--- src/rtl/bmsd_consts.svh ---
`ifndef BMSD_CONSTS_SVH
`define BMSD_CONSTS_SVH
// register byte addresses
`define BMSD_STATUS_ADDR 4'h0
`define BMSD_CTRL_ADDR 4'h4
// status fields
`define BMSD_ST_MODE_A_LSB 0
`define BMSD_ST_MODE_G_LSB 4
`define BMSD_ST_RSVD_A_BIT 8
`define BMSD_ST_RSVD_G_BIT 9
`define BMSD_ST_OWN_A_BIT 10
`define BMSD_ST_OWN_G_BIT 11
// control fields
`define BMSD_CT_DONE_A_BIT 0
`define BMSD_CT_DONE_G_BIT 1
`define BMSD_CTRL_RESET 2'h0
// bus answers
`define BMSD_RESP_OKAY 2'h0
`define BMSD_RESP_DECERR 2'h3
// processor index of the bus owner
`define BMSD_OWNER_A 2'h0
`endif

--- src/rtl/bmsd_pkg.sv ---
package bmsd_pkg;
	typedef enum logic [2:0] {
		BOOT_EPROM,
		BOOT_HOST,
		BOOT_LINK,
		BOOT_NONE,
		BOOT_RSVD
	} bmsd_mode_t;
endpackage : bmsd_pkg

--- src/rtl/bmsd_boot_select.sv ---
`timescale 1ns/1ps
`default_nettype none
`include "bmsd_consts.svh"
module bmsd_boot_select (
	input wire logic CLK_I,
	input wire logic RST_B_I,
	input wire logic ROM_BOOT_SEL_A_I,
	input wire logic LINK_BOOT_SEL_A_I,
	input wire logic BOOT_MEM_SEL_A_I,
	output logic BOOT_MEM_SEL_A_O,
	output logic BOOT_MEM_SEL_A_OE_O,
	input wire logic ROM_BOOT_SEL_GROUP_I,
	input wire logic LINK_BOOT_SEL_GROUP_I,
	input wire logic BOOT_MEM_SEL_GROUP_I,
	output logic BOOT_MEM_SEL_GROUP_O,
	output logic BOOT_MEM_SEL_GROUP_OE_O,
	input wire logic BUS_OWNED_I,
	input wire logic [1:0] BUS_OWNER_I,
	input wire logic [3:0] BOOT_FETCH_I,
	output logic [2:0] BOOT_MODE_A_O,
	output logic [2:0] BOOT_MODE_B_O,
	output logic [2:0] BOOT_MODE_C_O,
	output logic [2:0] BOOT_MODE_D_O,
	output logic CYCLE_EN_O,
	input wire logic [3:0] S_AXI_AWADDR,
	input wire logic S_AXI_AWVALID,
	output logic S_AXI_AWREADY,
	input wire logic [31:0] S_AXI_WDATA,
	input wire logic [3:0] S_AXI_WSTRB,
	input wire logic S_AXI_WVALID,
	output logic S_AXI_WREADY,
	output logic [1:0] S_AXI_BRESP,
	output logic S_AXI_BVALID,
	input wire logic S_AXI_BREADY,
	input wire logic [3:0] S_AXI_ARADDR,
	input wire logic S_AXI_ARVALID,
	output logic S_AXI_ARREADY,
	output logic [31:0] S_AXI_RDATA,
	output logic [1:0] S_AXI_RRESP,
	output logic S_AXI_RVALID,
	input wire logic S_AXI_RREADY
);
	logic rst_q1;
	logic rst_n;
	logic [2:0] strap_a;
	logic [2:0] strap_g;
	bmsd_pkg::bmsd_mode_t mode_a;
	bmsd_pkg::bmsd_mode_t mode_g;
	logic own_a;
	logic own_g;
	logic [1:0] ctrl;
	logic aw_held;
	logic w_held;
	logic [3:0] aw_addr;
	logic [31:0] w_data;
	logic [3:0] w_strb;
	logic [31:0] status;
	logic [2:0] eff_a;
	logic [2:0] eff_g;
	logic cs_act_a;
	logic cs_act_g;
	logic wr_fire;
	logic aw_is_ctrl;
	logic aw_is_status;
	logic ar_is_ctrl;
	logic ar_is_status;
	logic [1:0] next_ctrl;
	logic [31:0] next_rdata;
	logic [1:0] next_rresp;
	logic [1:0] next_bresp;

	function automatic bmsd_pkg::bmsd_mode_t decode_mode(input logic [2:0] s);
		bmsd_pkg::bmsd_mode_t m;
		m = bmsd_pkg::BOOT_RSVD;
		unique case (s)
			3'h4: m = bmsd_pkg::BOOT_EPROM;
			3'h1: m = bmsd_pkg::BOOT_HOST;
			3'h3: m = bmsd_pkg::BOOT_LINK;
			3'h0: m = bmsd_pkg::BOOT_NONE;
			default: m = bmsd_pkg::BOOT_RSVD;
		endcase
		return m;
	endfunction : decode_mode

	// rom-boot 1 with link-boot 0 makes the pin an output, so its input level is dropped
	function automatic logic [2:0] fold_strap(input logic [2:0] s);
		logic [2:0] f;
		f = s;
		if (s[2:1] == 2'h2) begin
			f = 3'h4;
		end
		return f;
	endfunction : fold_strap

	// true when a byte address lands on the word of the given register
	function automatic logic reg_hit(input logic [3:0] addr, input logic [3:0] reg_addr);
		return addr[3:2] == reg_addr[3:2];
	endfunction : reg_hit

	always_ff @(posedge CLK_I or negedge RST_B_I) begin
		if (!RST_B_I) begin
			rst_q1 <= 1'b0;
			rst_n <= 1'b0;
		end else begin
			rst_q1 <= 1'b1;
			rst_n <= rst_q1;
		end
	end

	// straps follow the pins while reset is held, then freeze
	always_ff @(posedge CLK_I) begin
		if (!rst_n) begin
			strap_a <= {ROM_BOOT_SEL_A_I, LINK_BOOT_SEL_A_I, BOOT_MEM_SEL_A_I};
			strap_g <= {ROM_BOOT_SEL_GROUP_I, LINK_BOOT_SEL_GROUP_I, BOOT_MEM_SEL_GROUP_I};
		end
	end

	// in EPROM mode the pin is an output, so its input level is ignored
	assign eff_a = fold_strap(strap_a);
	assign eff_g = fold_strap(strap_g);

	always_ff @(posedge CLK_I or negedge RST_B_I) begin
		if (!RST_B_I) begin
			mode_a <= bmsd_pkg::BOOT_RSVD;
			mode_g <= bmsd_pkg::BOOT_RSVD;
		end else begin
			mode_a <= decode_mode(eff_a);
			mode_g <= decode_mode(eff_g);
		end
	end

	assign own_a = BUS_OWNED_I && (BUS_OWNER_I == `BMSD_OWNER_A);
	assign own_g = BUS_OWNED_I && (BUS_OWNER_I != `BMSD_OWNER_A);

	// a select asks for the part only while its processor fetches and boot is not released
	assign cs_act_a = BOOT_FETCH_I[0] && !ctrl[`BMSD_CT_DONE_A_BIT];
	assign cs_act_g = BOOT_FETCH_I[BUS_OWNER_I] && (BUS_OWNER_I != `BMSD_OWNER_A)
		&& !ctrl[`BMSD_CT_DONE_G_BIT];

	// chip select is active low; the driver is enabled only for the owner of the bus in EPROM mode, after reset
	always_ff @(posedge CLK_I or negedge RST_B_I) begin
		if (!RST_B_I) begin
			BOOT_MEM_SEL_A_OE_O <= 1'b0;
			BOOT_MEM_SEL_A_O <= 1'b1;
			BOOT_MEM_SEL_GROUP_OE_O <= 1'b0;
			BOOT_MEM_SEL_GROUP_O <= 1'b1;
		end else begin
			BOOT_MEM_SEL_A_OE_O <= rst_n && (mode_a == bmsd_pkg::BOOT_EPROM) && own_a;
			BOOT_MEM_SEL_A_O <= !cs_act_a;
			BOOT_MEM_SEL_GROUP_OE_O <= rst_n && (mode_g == bmsd_pkg::BOOT_EPROM) && own_g;
			BOOT_MEM_SEL_GROUP_O <= !cs_act_g;
		end
	end

	assign BOOT_MODE_A_O = mode_a;
	assign BOOT_MODE_B_O = mode_g;
	assign BOOT_MODE_C_O = mode_g;
	assign BOOT_MODE_D_O = mode_g;

	// one instruction cycle per input clock
	always_ff @(posedge CLK_I or negedge RST_B_I) begin
		if (!RST_B_I) begin
			CYCLE_EN_O <= 1'b0;
		end else begin
			CYCLE_EN_O <= rst_n;
		end
	end

	// address decode, shared by both paths
	assign aw_is_ctrl = reg_hit(aw_addr, `BMSD_CTRL_ADDR);
	assign aw_is_status = reg_hit(aw_addr, `BMSD_STATUS_ADDR);
	assign ar_is_ctrl = reg_hit(S_AXI_ARADDR, `BMSD_CTRL_ADDR);
	assign ar_is_status = reg_hit(S_AXI_ARADDR, `BMSD_STATUS_ADDR);

	// write path: address and data taken in either order
	// each channel holds its word until the pair is complete
	assign wr_fire = aw_held && w_held;
	assign S_AXI_AWREADY = !aw_held && !S_AXI_BVALID;
	assign S_AXI_WREADY = !w_held && !S_AXI_BVALID;

	always_ff @(posedge CLK_I or negedge RST_B_I) begin
		if (!RST_B_I) begin
			aw_held <= 1'b0;
			aw_addr <= 4'h0;
		end else if (S_AXI_AWVALID && S_AXI_AWREADY) begin
			aw_held <= 1'b1;
			aw_addr <= S_AXI_AWADDR;
		end else if (aw_held && w_held) begin
			aw_held <= 1'b0;
		end
	end

	always_ff @(posedge CLK_I or negedge RST_B_I) begin
		if (!RST_B_I) begin
			w_held <= 1'b0;
			w_data <= 32'h0;
			w_strb <= 4'h0;
		end else if (S_AXI_WVALID && S_AXI_WREADY) begin
			w_held <= 1'b1;
			w_data <= S_AXI_WDATA;
			w_strb <= S_AXI_WSTRB;
		end else if (aw_held && w_held) begin
			w_held <= 1'b0;
		end
	end

	always_ff @(posedge CLK_I or negedge RST_B_I) begin
		if (!RST_B_I) begin
			ctrl <= `BMSD_CTRL_RESET;
		end else if (wr_fire) begin
			ctrl <= next_ctrl;
		end
	end

	// only the low byte lane carries the two stored bits; status writes are dropped
	always_comb begin
		next_ctrl = ctrl;
		if (aw_is_ctrl && w_strb[0]) begin
			next_ctrl = w_data[1:0];
		end
	end

	always_ff @(posedge CLK_I or negedge RST_B_I) begin
		if (!RST_B_I) begin
			S_AXI_BVALID <= 1'b0;
			S_AXI_BRESP <= `BMSD_RESP_OKAY;
		end else if (aw_held && w_held) begin
			S_AXI_BVALID <= 1'b1;
			S_AXI_BRESP <= next_bresp;
		end else if (S_AXI_BREADY) begin
			S_AXI_BVALID <= 1'b0;
		end
	end

	// unmapped writes are answered but change nothing
	always_comb begin
		next_bresp = `BMSD_RESP_DECERR;
		if (aw_is_ctrl || aw_is_status) begin
			next_bresp = `BMSD_RESP_OKAY;
		end
	end

	// read path
	always_comb begin
		status = 32'h0;
		status[`BMSD_ST_MODE_A_LSB +: 3] = mode_a;
		status[`BMSD_ST_MODE_G_LSB +: 3] = mode_g;
		status[`BMSD_ST_RSVD_A_BIT] = (mode_a == bmsd_pkg::BOOT_RSVD);
		status[`BMSD_ST_RSVD_G_BIT] = (mode_g == bmsd_pkg::BOOT_RSVD);
		status[`BMSD_ST_OWN_A_BIT] = BOOT_MEM_SEL_A_OE_O;
		status[`BMSD_ST_OWN_G_BIT] = BOOT_MEM_SEL_GROUP_OE_O;
	end

	assign S_AXI_ARREADY = !S_AXI_RVALID;

	always_ff @(posedge CLK_I or negedge RST_B_I) begin
		if (!RST_B_I) begin
			S_AXI_RVALID <= 1'b0;
			S_AXI_RDATA <= 32'h0;
			S_AXI_RRESP <= `BMSD_RESP_OKAY;
		end else if (S_AXI_ARVALID && S_AXI_ARREADY) begin
			S_AXI_RVALID <= 1'b1;
			S_AXI_RRESP <= next_rresp;
			S_AXI_RDATA <= next_rdata;
		end else if (S_AXI_RREADY) begin
			S_AXI_RVALID <= 1'b0;
		end
	end

	// unmapped reads return zero with a decode error
	always_comb begin
		next_rdata = 32'h0;
		next_rresp = `BMSD_RESP_DECERR;
		if (ar_is_status) begin
			next_rdata = status;
			next_rresp = `BMSD_RESP_OKAY;
		end else if (ar_is_ctrl) begin
			next_rdata = {30'h0, ctrl};
			next_rresp = `BMSD_RESP_OKAY;
		end
	end
endmodule : bmsd_boot_select
`default_nettype wire

--- config.mk ---
export PLATFORM = sky130hd
export DESIGN_NAME = bmsd_boot_select
export DESIGN_NICKNAME = d
export VERILOG_FILES = /design/src/rtl/bmsd_pkg.sv /design/src/rtl/bmsd_boot_select.sv
export VERILOG_INCLUDE_DIRS = /design/src /design/src/rtl
export SDC_FILE = /design/constraint.sdc
export NUM_CORES = 1
export LEC_CHECK = 0
export ABC_AREA = 1
export BUFFER_PORTS_ARGS = -buffer_cell sky130_fd_sc_hd__clkbuf_2
export CAP_MARGIN = 20
export CORE_ASPECT_RATIO = 2
export CORE_MARGIN = 4
export CORE_UTILIZATION = 45
export DETAILED_ROUTE_END_ITERATION = 16
export PLACE_DENSITY = 0.85
export SYNTH_ARGS = -nofsm -noshare
export SYNTH_HDL_FRONTEND = slang
export SYNTH_SLANG_ARGS = --single-unit
--- constraint.sdc ---
create_clock -name CLK_I -period 2.39 [get_ports CLK_I]
set_clock_uncertainty 0.1 [all_clocks]
set_input_delay 0.478 -clock CLK_I [delete_from_list [all_inputs] [get_ports CLK_I]]
set_output_delay 0.478 -clock CLK_I [all_outputs]
set_load 0.01 [all_outputs]
# [Yosys cells after proc, flatten, opt, wreduce, memory -nomap -nowiden]
# Index checks and enable logic that the tools add are counted.
[word_totals] register_bits=68 out_inout_bits=58 elab_cells=91
[classes] order_cmp=1 n_eq_ne=12 mux=18 reduce_logical=38
[ops] op="case mux 3 bit (4 select lines)" n=2
[ops] op="logical AND 1 bit" n=16
[ops] op="equality test 3 bit, second input constant" n=4
[ops] op="zero test 3 bit" n=4
[ops] op="two-way mux 12 bit" n=1
[ops] op="nonzero test 2 bit" n=5
[ops] op="zero test 1 bit" n=8
[ops] op="two-way mux 1 bit" n=8
[ops] op="two-way mux 2 bit" n=4
[ops] op="equality test 3 x 1 -> 1 bit, second input constant" n=2
[ops] op="equality test 3 x 2 -> 1 bit, second input constant" n=2
[ops] op="zero test 2 bit" n=3
[ops] op="two-way mux 3 bit" n=2
[ops] op="equality test 2 x 1 -> 1 bit, second input constant" n=2
[ops] op="equality test 2 bit, second input constant" n=2
[ops] op="< comparator 2 x 3 -> 1 bit, second input constant" n=1
[ops] op="binary-select mux 1 bit (select 2 bit)" n=1
[ops] op="AND reduction 2 bit" n=1
[ops] op="logical OR 1 bit" n=1

# [Longest topological paths before layout]
[logic_depth] depth_word=5 ltp_mapped=6 depth_no_buf=5

# [Least setup slack after synthesis]
# OpenSTA, ideal clock, no wires.
[synth_path] path_kind="reg2out" startpoint="register S_AXI_BVALID" endpoint="output S_AXI_AWREADY" arrival_ns=0.706 slack_ns=1.106 stages_incl_launch_ff=2 n_path_buf=0 cell_sequence="dfrtp_1 > nor2_1"
[synth_via] elab_chain_cells=2
[synth_rtl] element="start: declaration" line_no="bmsd_boot_select.sv:33" text="output logic S_AXI_BVALID,"
[synth_rtl] element="start signal: assignment" line_no="bmsd_boot_select.sv:225" text="S_AXI_BVALID <= 1'b0;"
[synth_rtl] element="start signal: assignment" line_no="bmsd_boot_select.sv:228" text="S_AXI_BVALID <= 1'b1;"
[synth_rtl] element="start signal: assignment" line_no="bmsd_boot_select.sv:231" text="S_AXI_BVALID <= 1'b0;"
[synth_rtl] element="zero test 1 bit" line_no="bmsd_boot_select.sv:178" text="assign S_AXI_AWREADY = !aw_held && !S_AXI_BVALID;"
[synth_rtl] element="logical AND 1 bit" line_no="bmsd_boot_select.sv:178"
[synth_rtl] element="end: declaration" line_no="bmsd_boot_select.sv:27" text="output logic S_AXI_AWREADY,"
# No other way between the ends.

# [Worst setup path after layout]
# Same ends and word-level chain as after synthesis.

==> flow_summary.rst <==
.. list-table::
   :header-rows: 1

   * - Metric
     - Value
   * - Sw power
     - 571 uW
   * - Clock-pin transition on the worst setup and hold timing paths
     - 0.08 ns
   * - Critical Path RT
     - 1.81 ns
   * - Area of the core region
     - 0.00392 mm2
   * - Unrepaired setup endpoints after global routing
     - no
   * - Initial antenna violation count
     - 0
   * - Starting density of the core
     - 0.470
   * - Fraction of layout instances using a drive strength above 1
     - 0.321
   * - Top achievable clock speed
     - 584 MHz
   * - Worst min path class
     - input pin to async pin
   * - Most instantiated flip-flop cell in the synthesis netlist
     - dfrtp_1
   * - CTS H-Tree Depth
     - 2
   * - Max cap viols
     - 0
   * - Data arrival, critical path
     - 1.13 ns
   * - Die X-Extent
     - 53.3 um
   * - Final Cell Area
     - 0.00215 mm2
   * - Cell count of the worst reg-to-reg path
     - 4
   * - Ys Warns
     - 0
   * - Sort of element at the start of the critical path
     - register
   * - Buffers inserted by post-CTS timing repair
     - 0
   * - Gate count of the mapped netlist
     - 192
   * - Pin count of the biggest net entering global routing
     - 37
   * - Largest vdd supply drop
     - 0.498 mV
   * - Via count of the first global-routing pass
     - 1339
   * - Sw frac
     - 0.314
   * - Post-detailed-routing wire length
     - 3400 um
   * - CTS max path bufs
     - 2
   * - Area of the die
     - 0.00525 mm2
   * - Library cell with the highest instance count after synthesis
     - nand2_1
   * - Placement-stage worst setup slack
     - 1.01 ns
   * - Post-DP HPWL
     - 2770 um
   * - Area contributors post-synth
     - dfrtp_1, buf_4, nand2_1, edfxtp_1, dfstp_2
   * - Cell type with the largest total area after synthesis
     - dfrtp_1
   * - Via count
     - 1369
   * - Top cells by count, synth
     - nand2_1, dfrtp_1, buf_4
   * - CTS tree
     - yes
   * - Fillcell total
     - 403
   * - Number of hold-slack violations in the final timing report
     - 0
   * - DRC violation count after routing
     - 0
   * - Crit Reg-Reg Endpoint
     - S_AXI_RDATA[2]$_DFFE_PN0P_
   * - Clock latency on the worst-skew pair
     - 0.28 ns
   * - TritonCTS Buffers
     - 5
   * - Final max-slew violation count
     - 0
   * - R2r setup slk
     - 1.21 ns
   * - Multi-input logic area
     - 547 um2
   * - Worst slew margin relative to its limit
     - 0.422
   * - Leakage
     - 0.00121 uW
   * - Post-Syn Area per Cell
     - 9.61 um2
   * - Share of synthesized registers carrying an async set or reset
     - 0.857
   * - Placed cell count
     - 295
   * - Post-synthesis instance area
     - 0.00185 mm2
   * - Non-filler instance count after layout
     - 303
   * - Final worst hold slack
     - 0.193 ns
   * - Outcome
     - finished clean
   * - Transition time of the tightest slew-check pin
     - 0.867 ns
   * - Period utilization
     - 0.716
   * - Kind of critical path
     - register to output pin
   * - Register cell area after layout
     - 0.00109 mm2
   * - Top cell type's share of synthesized area
     - 0.434
   * - Number of hold buffers added after CTS
     - 0
   * - Worst setup margin
     - 0.679 ns
   * - Count of routing violations after the opening detailed-route iteration
     - 14
   * - Leftover overflow at the end of global routing
     - 0
   * - Clock share of power
     - 0.250
   * - Sum Neg Setup Slack
     - 0 ns
   * - Setup-violating endpoint count in the final report
     - 0
   * - Combinational Power Share
     - 0.226
   * - Die height
     - 98.6 um
   * - First-pass GRT wire length
     - 5610 um
   * - Distinct cells, synth
     - 20
   * - Clock root cell
     - clkbuf_8
   * - Via density per instance
     - 4.52
   * - GRT Resource Usage Total
     - 0.143
   * - Routed wire per std cell
     - 11.2 um
   * - DRT antenna net count
     - 0
   * - Number of enable flip-flop cells after synthesis
     - 6
   * - PortBufs
     - 62
   * - Portion of the post-synthesis area used by sequential elements
     - 0.588
   * - Io pins
     - 122
   * - CP Capture Type
     - output pin
   * - Internal cell power
     - 1250 uW
   * - Final critical delay including setup and external delays
     - 1.71 ns
   * - PD cells
     - 844 mW/mm2
   * - Area Overhead vs Synth
     - 16.7%
   * - Placed cell area
     - 0.00206 mm2
   * - N_diodes
     - 0
   * - Reg-to-Reg Start
     - S_AXI_RVALID$_DFFE_PN0P_
   * - Standard-cell row count
     - 32
   * - Router iterations before antenna repair
     - 4
   * - Resized Gates After CTS
     - 0
   * - Final Net Count
     - 315
   * - Number of clock sinks seen by CTS
     - 42
   * - Weighted congestion reported at the end of routability-driven placement
     - 0.711
   * - Sequential power share
     - 0.525
   * - Synthesis-stage register bit count
     - 42
   * - Highest net fanout along the worst path
     - 4
cell usage in the layout, fill, tap and decap left out, types with 4 or more instances in the layout:
cell type,instances
nand2_1,51
nor2_1,16
edfxtp_1,6
inv_1,13
o21ai_0,5
dfstp_2,4
conb_1,23
clkbuf_8,6
dfrtp_1,32
clkbuf_2,62
nand3_1,17
worst max-delay path, stage by stage (launching register included):
cell      delay (ns)
dfrtp_1         0.43
nor2_1          0.24
clkbuf_2        0.18
how the worst max path moves through the flow:
stage | startpoint | endpoint
6_report | S_AXI_BVALID$_DFFE_PN0P_ | S_AXI_AWREADY
4_1_cts | S_AXI_BVALID$_DFFE_PN0P_ | S_AXI_AWREADY
2_1_floorplan | S_AXI_BVALID$_DFFE_PN0P_ | S_AXI_AWREADY
3_5_place_dp | S_AXI_BVALID$_DFFE_PN0P_ | S_AXI_AWREADY
3_3_place_gp | S_AXI_BVALID$_DFFE_PN0P_ | S_AXI_AWREADY
5_1_grt | S_AXI_BVALID$_DFFE_PN0P_ | S_AXI_AWREADY
per-layer routing:
layer,track usage,routed length (um),up-vias
li1,-,-,669
met1,0.132,1090,635
met2,0.268,1910,57
met3,0.0378,309,8
met4,0.0669,93,0
met5,0,0,-
layout make-up:
type	count	area share
clock inverters	1	0.00232
repair buffers	62	0.144
multi-input cells	126	0.254
inverters	14	0.0256
well taps	51	0.0296
flip-flops and latches	42	0.504
clock buffers	7	0.0401
registers in the layout, summed over array words and instances (netlist names):
name	count
CYCLE_EN_O	1
BOOT_MEM_SEL_A_O	1
BOOT_MEM_SEL_GROUP_O	1
aw_addr	2
S_AXI_BRESP	1
S_AXI_RVALID	1
w_held	1
aw_held	1
S_AXI_RDATA	10
rst_n	1
w_strb	1
ctrl	2
w_data	2
S_AXI_BVALID	1
S_AXI_RRESP	1
strap_g	3
BOOT_MEM_SEL_GROUP_OE_O	1
rst_q1	1
BOOT_MEM_SEL_A_OE_O	1
BOOT_MODE_A_O	3
BOOT_MODE_B_O	3
strap_a	3
stage by stage:
stage                util  power, uW
global placement    0.526       1370
finish              0.549       1820
detailed placement  0.526       1390
global route        0.549       1940
CTS                 0.549       1840
floorplan               -       1250
logic make-up after synthesis:
| family | synth area share |
|---|---|
| flip-flops | 0.588 |
| AND/OR/NAND/NOR | 0.215 |
| other | 0.00407 |
| buffers and inverters | 0.158 |
| AO/OA/AOI/OAI | 0.0346 |
power by group through the flow:
stage | Combinational, uW | Clock [uW] | Sequential, uW
final | 410 | 454 | 954
after floorplan | 276 | 0 | 976
after CTS | 418 | 470 | 955
after global routing | 471 | 497 | 973
after global placement | 405 | 0 | 963
after detailed placement | 417 | 0 | 969
No activity file was read; power rests on OpenSTA's default activity.
